## src/core/perf_event_map.svh

```systemverilog
// Register offsets, field positions, reset values and timing counts of the event monitor.
`ifndef PERF_EVENT_MAP_SVH
`define PERF_EVENT_MAP_SVH

// ==========================================
// Register byte offsets
`define OFS_SEL0 8'h00
`define OFS_SEL1 8'h04
`define OFS_PSTATE 8'h08
`define OFS_THRESH 8'h0C
`define OFS_STATUS 8'h10
`define OFS_MASK 8'h14
`define OFS_POWER 8'h18

// ==========================================
// Event codes and fixed umask values
`define EVT_L2_REJECT 8'h30
`define EVT_L2_IDLE 8'h32
`define EVT_PSTATE 8'h3A
`define EVT_TRIP 8'h3B
`define UMASK_PSTATE 8'h00
`define UMASK_TRIP 8'hC0

// ==========================================
// Umask field positions for the reject event
`define UM_CORE_HI 7
`define UM_CORE_LO 6
`define UM_PF_HI 5
`define UM_PF_LO 4
`define UM_MESI_HI 3
`define UM_MESI_LO 0
`define UM_CORE_BOTH 2'h3
`define UM_PF_BOTH 2'h3
`define UM_PF_ONLY 2'h1
`define UM_PF_DEMAND 2'h0

// ==========================================
// Status bit positions
`define ST_REJECT 0
`define ST_TRANS 1
`define ST_TRIP 2
`define ST_WIDTH 3

// ==========================================
// Reset values and low operating point
`define RST_FREQ 4'hF
`define RST_VID 6'h3F
`define RST_THRESH 8'h64
`define LOW_FREQ 4'h2
`define LOW_VID 6'h08

// ==========================================
// Timing: temperature sample period
`define SAMPLE_TIME_US 1000
`define CLK_PERIOD_NS 10
`define SAMPLE_CYCLES ((`SAMPLE_TIME_US * 1000) / `CLK_PERIOD_NS)

`endif

```

## src/core/perf_event_pkg.sv

```systemverilog
// Types shared by the event monitor.
package perf_event_pkg;

  // Counter event selection.
  typedef struct packed {
    logic [7:0] umask;
    logic [7:0] code;
  } sel_s;

  // Operating point sent to the clock and voltage control.
  typedef struct packed {
    logic [5:0] voltage_identifier;
    logic [3:0] freq;
  } op_s;

  // Attributes of an L2 request seen at the bus queue.
  typedef struct packed {
    logic valid;
    logic prefetch;
    logic [1:0] mesi;
  } l2_req_s;

  // Thermal control state.
  typedef enum logic {
    TH_NORMAL = 1'b0,
    TH_TRIPPED = 1'b1
  } thermal_e;

endpackage

```

## src/core/perf_event_l2_power_monitor.sv

```systemverilog
// Event detection for L2 and power events, thermal control and an AXI4-Lite register file.
// Functional notes
// - Code 30H counts held-back bus-bound L2 requests.
// - Rejection on full queue or same-set entry.
// - Rejection fires every held cycle, count suffices.
// - Reject qualified by core, prefetch, line state.
// - Code 32H counts cycles without outstanding requests.
// - Umask 00H counts every frequency-changing transition.
// - Transitions count only while core is active.
// - Sleep-driven hardware transitions count like software ones; the code counts the entry into sleep only, not the wake-up.
// - Sleep states gate clock and lower operating point.
// - Thermal throttle changes count as transitions.
// - Trip counted when temperature rises above threshold.
// - Trip lowers frequency and voltage automatically.
// - Sample each millisecond, restore when below threshold.
`timescale 1ns/10ps
`include "perf_event_map.svh"

module perf_event_l2_power_monitor
  import perf_event_pkg::*;
#(
  parameter int SAMPLE_CYCLES = `SAMPLE_CYCLES
) (
  input wire logic aclk,
  input wire logic aresetn,
  input wire logic [7:0] s_axi_awaddr,
  input wire logic s_axi_awvalid,
  output logic s_axi_awready,
  input wire logic [31:0] s_axi_wdata,
  input wire logic [3:0] s_axi_wstrb,
  input wire logic s_axi_wvalid,
  output logic s_axi_wready,
  output logic [1:0] s_axi_bresp,
  output logic s_axi_bvalid,
  input wire logic s_axi_bready,
  input wire logic [7:0] s_axi_araddr,
  input wire logic s_axi_arvalid,
  output logic s_axi_arready,
  output logic [31:0] s_axi_rdata,
  output logic [1:0] s_axi_rresp,
  output logic s_axi_rvalid,
  input wire logic s_axi_rready,
  input wire l2_req_s self_req,
  input wire logic bus_queue_full,
  input wire logic bus_queue_set_hit,
  input wire l2_req_s other_reject,
  input wire logic l2_req_outstanding,
  input wire logic [1:0] enhanced_sleep_state,
  input wire logic [7:0] temperature,
  output op_s op_point,
  output logic core_clk_en,
  output logic [1:0] cnt_inc,
  output logic irq
);

  // ==========================================
  // Helpers

  // Merges write data into a register under byte strobes.
  function automatic logic [31:0] merge(input logic [31:0] old, input logic [31:0] wd, input logic [3:0] st);
    logic [31:0] r;
    r = old;
    for (int b = 0; b < 4; b++) begin
      if (st[b]) begin
        r[8*b +: 8] = wd[8*b +: 8];
      end
    end
    return r;
  endfunction

  // Tests a reject against the umask qualifiers of one counter.
  function automatic logic reject_ok(input logic [7:0] um, input l2_req_s rq, input logic other);
    logic core_ok;
    logic pf_ok;
    core_ok = !other || (um[`UM_CORE_HI:`UM_CORE_LO] == `UM_CORE_BOTH);
    pf_ok = (um[`UM_PF_HI:`UM_PF_LO] == `UM_PF_BOTH) ||
            (um[`UM_PF_HI:`UM_PF_LO] == `UM_PF_ONLY && rq.prefetch) ||
            (um[`UM_PF_HI:`UM_PF_LO] == `UM_PF_DEMAND && !rq.prefetch);
    return rq.valid && core_ok && pf_ok && um[`UM_MESI_LO + rq.mesi];
  endfunction

  // ==========================================
  // AXI4-Lite slave

  logic aw_hold_q;
  logic w_hold_q;
  logic [7:0] awaddr_q;
  logic [31:0] wdata_q;
  logic [3:0] wstrb_q;
  logic wr_fire;
  logic wr_hit;
  logic rd_hit;
  logic [31:0] rd_val;
  logic [31:0] sel_wr [2];
  sel_s sel_q [2];
  op_s sw_op_q;
  logic [7:0] thresh_q;
  logic [`ST_WIDTH-1:0] status_q;
  logic [`ST_WIDTH-1:0] mask_q;
  op_s op_q;
  op_s op_d;
  thermal_e therm_q;
  logic [1:0] cstate_q;

  // Address and data are taken in either order, then written together.
  assign s_axi_awready = !aw_hold_q && !s_axi_bvalid;
  assign s_axi_wready = !w_hold_q && !s_axi_bvalid;
  assign s_axi_arready = !s_axi_rvalid;
  assign wr_fire = aw_hold_q && w_hold_q && !s_axi_bvalid;
  assign wr_hit = awaddr_q[1:0] == 2'h0 && awaddr_q <= `OFS_POWER && awaddr_q != `OFS_POWER;

  // Captures the write channels and raises the response.
  always_ff @(posedge aclk) begin
    if (!aresetn) begin
      aw_hold_q <= 1'b0;
      w_hold_q <= 1'b0;
      awaddr_q <= 8'h00;
      wdata_q <= 32'h0000_0000;
      wstrb_q <= 4'h0;
      s_axi_bvalid <= 1'b0;
      s_axi_bresp <= 2'h0;
    end else begin
      if (s_axi_awvalid && s_axi_awready) begin
        aw_hold_q <= 1'b1;
        awaddr_q <= s_axi_awaddr;
      end
      if (s_axi_wvalid && s_axi_wready) begin
        w_hold_q <= 1'b1;
        wdata_q <= s_axi_wdata;
        wstrb_q <= s_axi_wstrb;
      end
      if (wr_fire) begin
        aw_hold_q <= 1'b0;
        w_hold_q <= 1'b0;
        s_axi_bvalid <= 1'b1;
        s_axi_bresp <= wr_hit ? 2'h0 : 2'h2;
      end else if (s_axi_bready) begin
        s_axi_bvalid <= 1'b0;
      end
    end
  end

  // Read multiplexer; unmapped addresses read zero with an error response.
  always_comb begin
    rd_val = 32'h0000_0000;
    rd_hit = 1'b1;
    case (s_axi_araddr)
      `OFS_SEL0: rd_val = {16'h0000, sel_q[0]};
      `OFS_SEL1: rd_val = {16'h0000, sel_q[1]};
      `OFS_PSTATE: rd_val = {18'h0_0000, sw_op_q.voltage_identifier, 4'h0, sw_op_q.freq};
      `OFS_THRESH: rd_val = {24'h00_0000, thresh_q};
      `OFS_STATUS: rd_val = {29'h0000_0000, status_q};
      `OFS_MASK: rd_val = {29'h0000_0000, mask_q};
      `OFS_POWER: rd_val = {temperature, 5'h00, therm_q, cstate_q, 2'h0, op_q.voltage_identifier, 4'h0, op_q.freq};
      default: rd_hit = 1'b0;
    endcase
  end

  // Returns read data one cycle after the address is taken.
  always_ff @(posedge aclk) begin
    if (!aresetn) begin
      s_axi_rvalid <= 1'b0;
      s_axi_rdata <= 32'h0000_0000;
      s_axi_rresp <= 2'h0;
    end else if (s_axi_arvalid && s_axi_arready) begin
      s_axi_rvalid <= 1'b1;
      s_axi_rdata <= rd_val;
      s_axi_rresp <= rd_hit ? 2'h0 : 2'h2;
    end else if (s_axi_rready) begin
      s_axi_rvalid <= 1'b0;
    end
  end

  // Byte-merged write values of the two selection registers.
  assign sel_wr[0] = merge({16'h0000, sel_q[0]}, wdata_q, wstrb_q);
  assign sel_wr[1] = merge({16'h0000, sel_q[1]}, wdata_q, wstrb_q);

  // Software-written control registers.
  always_ff @(posedge aclk) begin
    if (!aresetn) begin
      sel_q[0] <= '0;
      sel_q[1] <= '0;
      sw_op_q <= '{voltage_identifier: `RST_VID, freq: `RST_FREQ};
      thresh_q <= `RST_THRESH;
      mask_q <= '0;
    end else if (wr_fire) begin
      case (awaddr_q)
        `OFS_SEL0: sel_q[0] <= sel_wr[0][15:0];
        `OFS_SEL1: sel_q[1] <= sel_wr[1][15:0];
        `OFS_PSTATE: begin
          sw_op_q.freq <= wstrb_q[0] ? wdata_q[3:0] : sw_op_q.freq;
          sw_op_q.voltage_identifier <= wstrb_q[1] ? wdata_q[13:8] : sw_op_q.voltage_identifier;
        end
        `OFS_THRESH: thresh_q <= wstrb_q[0] ? wdata_q[7:0] : thresh_q;
        `OFS_MASK: mask_q <= wstrb_q[0] ? wdata_q[`ST_WIDTH-1:0] : mask_q;
        default: ;
      endcase
    end
  end

  // ==========================================
  // L2 events

  logic self_reject;
  l2_req_s self_rej;

  // queue full or set conflict
  // A bus-bound request is held back while the queue cannot take it.
  assign self_reject = self_req.valid && (bus_queue_full || bus_queue_set_hit);
  assign self_rej = '{valid: self_reject, prefetch: self_req.prefetch, mesi: self_req.mesi};

  // ==========================================
  // Thermal control

  logic [16:0] tick_cnt_q;
  logic tick;
  logic trip_evt;

  // Free-running divider giving a one-cycle sample enable each millisecond.
  always_ff @(posedge aclk) begin
    if (!aresetn) begin
      tick_cnt_q <= 17'h0_0000;
    end else if (tick) begin
      tick_cnt_q <= 17'h0_0000;
    end else begin
      tick_cnt_q <= tick_cnt_q + 17'h0_0001;
    end
  end
  assign tick = tick_cnt_q == 17'(SAMPLE_CYCLES - 1);

  assign trip_evt = tick && therm_q == TH_NORMAL && temperature > thresh_q;

  always_ff @(posedge aclk) begin
    if (!aresetn) begin
      therm_q <= TH_NORMAL;
    end else if (trip_evt) begin
      therm_q <= TH_TRIPPED;
    end else if (tick && therm_q == TH_TRIPPED && temperature < thresh_q) begin
      therm_q <= TH_NORMAL;
    end
  end

  // ==========================================
  // Operating point and transitions

  logic trans_evt;

  always_comb begin
    op_d = sw_op_q;
    if (therm_q == TH_TRIPPED || enhanced_sleep_state != 2'h0) begin
      op_d = '{voltage_identifier: `LOW_VID, freq: `LOW_FREQ};
    end
  end

  // Applies the operating point and tracks the sleep state.
  always_ff @(posedge aclk) begin
    if (!aresetn) begin
      op_q <= '{voltage_identifier: `RST_VID, freq: `RST_FREQ};
      cstate_q <= 2'h0;
      core_clk_en <= 1'b1;
    end else begin
      op_q <= op_d;
      cstate_q <= enhanced_sleep_state;
      core_clk_en <= enhanced_sleep_state == 2'h0;
    end
  end
  assign op_point = op_q;

  assign trans_evt = op_d.freq != op_q.freq && cstate_q == 2'h0;

  // ==========================================
  // Counter increments

  always_ff @(posedge aclk) begin
    if (!aresetn) begin
      cnt_inc <= 2'h0;
    end else begin
      for (int i = 0; i < 2; i++) begin
        case (sel_q[i].code)
          `EVT_L2_REJECT: cnt_inc[i] <= reject_ok(sel_q[i].umask, self_rej, 1'b0) ||
                                        reject_ok(sel_q[i].umask, other_reject, 1'b1);
          `EVT_L2_IDLE: cnt_inc[i] <= !l2_req_outstanding;
          `EVT_PSTATE: cnt_inc[i] <= trans_evt && sel_q[i].umask == `UMASK_PSTATE;
          `EVT_TRIP: cnt_inc[i] <= trip_evt && sel_q[i].umask == `UMASK_TRIP;
          default: cnt_inc[i] <= 1'b0;
        endcase
      end
    end
  end

  // ==========================================
  // Interrupt status

  logic [`ST_WIDTH-1:0] st_set;
  logic [`ST_WIDTH-1:0] st_clr;
  assign st_set = {trip_evt, trans_evt, self_reject};
  assign st_clr = (wr_fire && awaddr_q == `OFS_STATUS && wstrb_q[0]) ? wdata_q[`ST_WIDTH-1:0] : '0;

  // Sticky bits, write one to clear; a new event wins over the clear.
  always_ff @(posedge aclk) begin
    if (!aresetn) begin
      status_q <= '0;
    end else begin
      status_q <= (status_q & ~st_clr) | st_set;
    end
  end
  assign irq = |(status_q & mask_q);
endmodule

```

## config.mk

```make
export PLATFORM = sky130hd
export DESIGN_NAME = perf_event_l2_power_monitor
export DESIGN_NICKNAME = d
export VERILOG_FILES = /design/src/core/perf_event_pkg.sv /design/src/core/perf_event_l2_power_monitor.sv
export VERILOG_INCLUDE_DIRS = /design/src /design/src/core
export SDC_FILE = /design/constraint.sdc
export NUM_CORES = 1
export LEC_CHECK = 0
export BUFFER_PORTS_ARGS = -buffer_cell sky130_fd_sc_hd__buf_2
export CAP_MARGIN = 20
export CORE_UTILIZATION = 40
export DETAILED_ROUTE_END_ITERATION = 10
export PLACE_DENSITY = 0.76
export RECOVER_POWER = 25
export SYNTH_ARGS = -nofsm -noshare
export SYNTH_HDL_FRONTEND = slang
export SYNTH_SLANG_ARGS = --single-unit
```

## constraint.sdc

```tcl
create_clock -name aclk -period 2.32 [get_ports aclk]
set_input_delay 0.696 -clock aclk [delete_from_list [all_inputs] [get_ports aclk]]
set_output_delay 0.696 -clock aclk [all_outputs]
set_load 0.01 [all_outputs]
```

=== After elaboration in Yosys (flattened, before gate mapping) ===
Memory sizes are Yosys's and may differ from the RTL's.
Index checks and enable logic that the tools add are counted.

* Bits in registers: 123
* RAM bits: 32
* Input bits: 80
* Output and inout port bits: 55
* Logic and storage cells: 185
* Memories kept: 1

{| class="wikitable"
|+ Memories
! name !! words !! width !! read ports !! clocked after memory_dff !! wr ports !! RTL line !! RTL
|-
| sel_q || 2 || 16 || 2 || 0 || 2 || perf_event_l2_power_monitor.sv:95 || <nowiki>sel_s sel_q [2];</nowiki>
|}

* Add/subtract/negate cells: 1
* Magnitude comparators: 5
* Eq/ne operators: 30
* Muxes and demuxes: 37
* Bitwise operators: 8
* Reductions and logical operators: 80

{| class="wikitable"
|+ Operator list
! cell !! number
|-
| 32-bit case mux with 7 select lines || 1
|-
| 8-bit by 6-bit equality test with 1-bit output, second input constant || 8
|-
| 8-bit by 5-bit equality test with 1-bit output, second input constant || 5
|-
| 1-bit logical AND || 39
|-
| 8-bit by 4-bit equality test with 1-bit output, second input constant || 4
|-
| 8-bit zero test || 4
|-
| 16-bit two-way mux || 2
|-
| 8-bit two-way mux || 4
|-
| 1-bit two-way mux || 20
|-
| 17-bit by 1-bit adder with 17-bit output, second input constant || 1
|-
| 17-bit equality test, second input constant || 1
|-
| 8-bit by 3-bit equality test with 1-bit output, second input constant || 2
|-
| 8-bit equality test, second input constant || 2
|-
| 1-bit logical OR || 12
|-
| 3-bit AND reduction || 4
|-
| 2-bit zero test || 5
|-
| 10-bit two-way mux || 1
|-
| 1-bit binary-select mux with 2-bit select || 4
|-
| 2-bit equality test, second input constant || 4
|-
| 8-bit greater-than comparator || 1
|-
| 8-bit by 5-bit less-or-equal comparator with 1-bit output, second input constant || 1
|-
| 2-bit by 4-bit less-than comparator with 1-bit output, second input constant || 2
|-
| 8-bit less-than comparator || 1
|-
| 8-bit by 5-bit inequality test with 1-bit output, second input constant || 1
|-
| other kinds (15) || 32
|}

=== Depth between registers and ports, before layout ===
* Word-level depth: 8
* Gate-level depth with buffers: 7

=== Worst setup path before layout ===
Ideal clock, no wire load.

* Path kind: register to register
* Start: reg awaddr_q[5]
* End: mem sel_q[0][10] in the netlist's numbering (enable)
* Arrival: 1.964 ns
* Setup slack: -0.028 ns
* Cell stages (with the launch flop): 5
* Buffers on the path: 0
* Cell sequence: dfxtp_1 -> or4_4 -> nor4_4 -> nand2b_2 -> o21ai_0

{| class="wikitable"
|+ RTL lines
! item !! RTL line !! RTL
|-
| start: declaration || perf_event_l2_power_monitor.sv:87 || <nowiki>logic [7:0] awaddr_q;</nowiki>
|-
| start signal: assignment || perf_event_l2_power_monitor.sv:125 || <nowiki>awaddr_q <= s_axi_awaddr;</nowiki>
|-
| end: declaration || perf_event_l2_power_monitor.sv:95 ||
|}

=== Worst setup path after layout ===
* Start: reg status_q[0]
* End: out irq

* Longest elaborated chain between the ends: 2

{| class="wikitable"
|+ Ends and longest elaborated chain
! item !! RTL line !! RTL
|-
| start: declaration || perf_event_l2_power_monitor.sv:98 || <nowiki>logic [`ST_WIDTH-1:0] status_q;</nowiki>
|-
| start signal: assignment || perf_event_l2_power_monitor.sv:304 || <nowiki>status_q <= (status_q & ~st_clr) | st_set;</nowiki>
|-
| 3-bit bitwise AND || perf_event_l2_power_monitor.sv:307 || <nowiki>assign irq = |(status_q & mask_q);</nowiki>
|-
| 3-bit OR reduction || perf_event_l2_power_monitor.sv:307 ||
|-
| end: declaration || perf_event_l2_power_monitor.sv:53 || <nowiki>output logic irq</nowiki>
|}

No other way between the ends.

==> flow_summary.json <==
{
  "status": "completed",
  "arrival_ps": 1510,
  "routed_wl_mm": 16.2,
  "synthAdderAreaFrac_pct": 1.71,
  "viasPerCell": 5.21,
  "synth_xor_area_share_pct": 2.66,
  "clock-sinks": 148,
  "placed_cell_area_sq_um": 7420,
  "cp_num_buf_inv": 2,
  "grtUsageTotal_pct": 19.8,
  "avgSynthCellArea_sq_um": 9.23,
  "cp_top_family": "compound AO/OA/AOI/OAI gates",
  "reg2reg_slack_ps": 160,
  "first_global_vias": 5121,
  "io_buffers": 109,
  "synth_edf_count": 32,
  "leakagePower_uw": 0.00331,
  "drive_gt1_share_pct": 20.3,
  "grt_start_max_net_pins": 30,
  "path_class": "flop to output port",
  "synth_mux_area_share_pct": 6.77,
  "postSynthRegisterBits": 148,
  "grt_pass1_wl_mm": 25.7,
  "gp_congestion": 0.890,
  "grt_overflow_total": 0,
  "tightest_slew_ps": 1280,
  "first_pass_iters": 5,
  "ant_nets": 0,
  "crit_path_max_fanout": 3,
  "skew_ps": 7.49,
  "dp_hpwl_mm": 12.3,
  "slowest_delay_ps": 510,
  "yosys_warnings": 0,
  "dpl_worst_slack_ps": -54.6,
  "path_clk_slew_ps": 60,
  "fin_ws_ps": 111,
  "synth_flop_cell": "dfxtp_1",
  "yosysSeqAreaShare_pct": 49.9,
  "fin_nets": 922,
  "final_common_cell": "nand2_1",
  "tns_ps": 0,
  "vias": 5536,
  "drt_iter0_markers": 391,
  "rsz0062_at_grt": "no",
  "wire_per_inst_um": 15.3,
  "endpoint_kind": "output port",
  "start_util_pct": 41.2,
  "async_flop_share_pct": 0,
  "postSynthCellCount": 712,
  "min_period_ps": 2210,
  "crit_chain": "a222oi_1 -> inv_1 -> buf_2",
  "die_x_um": 130,
  "fin_crit_sh_pct": 95.2,
  "final_cell_mix": "nand2_1, dfxtp_1, buf_2, nor2_1, a21oi_1",
  "num_rows": 46,
  "syn2layout_area_growth_pct": 22.1,
  "io_pins": 135,
  "fp.dieH_um": 130,
  "synth_area_sq_um": 6580,
  "ctsResizeCount": 0,
  "synth_compound_area_share_pct": 11.7,
  "fmax_ghz": 0.453,
  "relSlewSlack_pct": 14.5,
  "drv_cap": 0,
  "critPathLaunchType": "flop",
  "root_buffer": "clkbuf_16",
  "irDropWorstVdd_v": 0.000571,
  "fin_util_pct": 50.4,
  "antenna_cells": 0,
  "post_synth_and_or_nand_nor_area_fraction_pct": 23.2,
  "htreeDepth": 4,
  "synth_top_family_by_area": "simple AND/OR/NAND/NOR gates",
  "postCtsHoldBufs": 0,
  "final_area_sq_um": 8030,
  "cts_buffers": 17,
  "postCtsSetupBuffers": 0,
  "synth.distinct_cells": 60,
  "setup_viol": 0,
  "core-area_sq_um": 15900,
  "drc": 0,
  "hold_violations": 0,
  "cts_tree": "done",
  "cts_buffer_depth": 2,
  "antenna_found_initial": 0,
  "p_per_area_nw_per_um2": 761,
  "cp.required_ps": 1620,
  "drv_slew": 0,
  "die-area_sq_um": 17000,
  "slowest_stage": "a222oi_1",
  "hold_path_class": "flop to flop",
  "clock_latency_ps": 420
}
-- worst paths after layout --
check / startpoint / end / cells after the start
setup / recovery: status_q[0]$_SDFF_PN0_ / irq / 3
hold / removal: s_axi_rdata[24]$_SDFFE_PN0P_ / s_axi_rdata[24]$_SDFFE_PN0P_ / 2
setup reg to reg: tick_cnt_q[0]$_SDFF_PP0_ / cnt_inc[0]$_SDFF_PN0_ / 6
hold reg to reg: s_axi_rdata[24]$_SDFFE_PN0P_ / s_axi_rdata[24]$_SDFFE_PN0P_ / 2
-- routing by layer --
layer | GRT usage [%] | up-vias | part of all wire [%]
met1 | 26.4 | 2625 | 47
met5 | 0 | - | 0
met4 | 7.39 | 0 | 1.8
met2 | 31.4 | 164 | 46
li1 | - | 2721 | -
met3 | 4.22 | 26 | 5.0
-- stage by stage --
step | std cells | hold WS (ps) | total power (uW)
after global placement | 1030 | 430 | 3290
after CTS | 1062 | 450 | 6160
final | 1062 | 449 | 6110
after floorplan | 718 | 418 | 3110
after detailed placement | 1030 | 443 | 3300
after global routing | 1062 | 474 | 6340
-- worst reg2reg max path, delay by kind of cell (launching register included) --
family / cells / cell delay, ps
simple gates: 3 / 940
flops: 1 / 350
compound gates: 2 / 550
fa+ha+maj: 1 / 260
-- flip-flops by register name, summed over array words and instances (netlist names), 2 cells and up --
name and count:
sel_q 32, s_axi_rdata 27, tick_cnt_q 17, wdata_q 16, op_point 10, sw_op_q 10
awaddr_q 8, thresh_q 8, mask_q 3, status_q 3, cnt_inc 2, cstate_q 2
wstrb_q 2
-- final cells by class --
class / count / area (sq um)
Clock inverter: 6 / 86.3
Sequential cell: 148 / 3280
Inverter: 19 / 71.3
Clock buffer: 26 / 552
Fill cell: 1535 / 7910
Timing Repair Buffer: 135 / 709
Tap cell: 216 / 270
Multi-Input combinational cell: 512 / 3060
-- where the power goes --
| part | total, uW | internal, uW | leakage (uW) | switching, uW |
|---|---|---|---|---|
| Combinational | 447 | 179 | 0.00172 | 267 |
| Sequential | 2800 | 2710 | 0.00128 | 84.5 |
| Clock | 2870 | 1850 | 0.000313 | 1010 |
| Total | 6110 | 4740 | 0.00331 | 1360 |
-- synth_stat cells (4+ instances only) --
cell type    n  area share, %
nor2_1      67            3.8
and2_1      21            2.0
nor3_1      11           0.84
a21oi_1     60            4.6
ha_1         9            1.7
inv_1       19            1.1
nor2b_1      7           0.67
nand2b_1     8           0.76
xnor2_1     10            1.3
mux2i_1     31            4.7
a31oi_1      4           0.38
nand2_1    122            7.0
o21ai_0     33            2.5
nand4_1     12            1.1
nor4_1       9           0.86
clkbuf_1    25            1.4
mux4_2       5            1.7
dfxtp_1    116             35
xor2_1      10            1.3
nand3_1     25            1.9
a221oi_1     8            1.1
buf_4        8           0.91
edfxtp_1    32             15
-- cell families after synthesis --
kind of cell / after synthesis
other: 1
AO/OA/AOI/OAI: 128
multiplexers: 38
AND/OR/NAND/NOR: 310
buffers and inverters: 58
adder cells (fa/ha/maj): 9
flip-flops: 148
XOR/XNOR: 20
No activity file was read; power rests on OpenSTA's default activity.
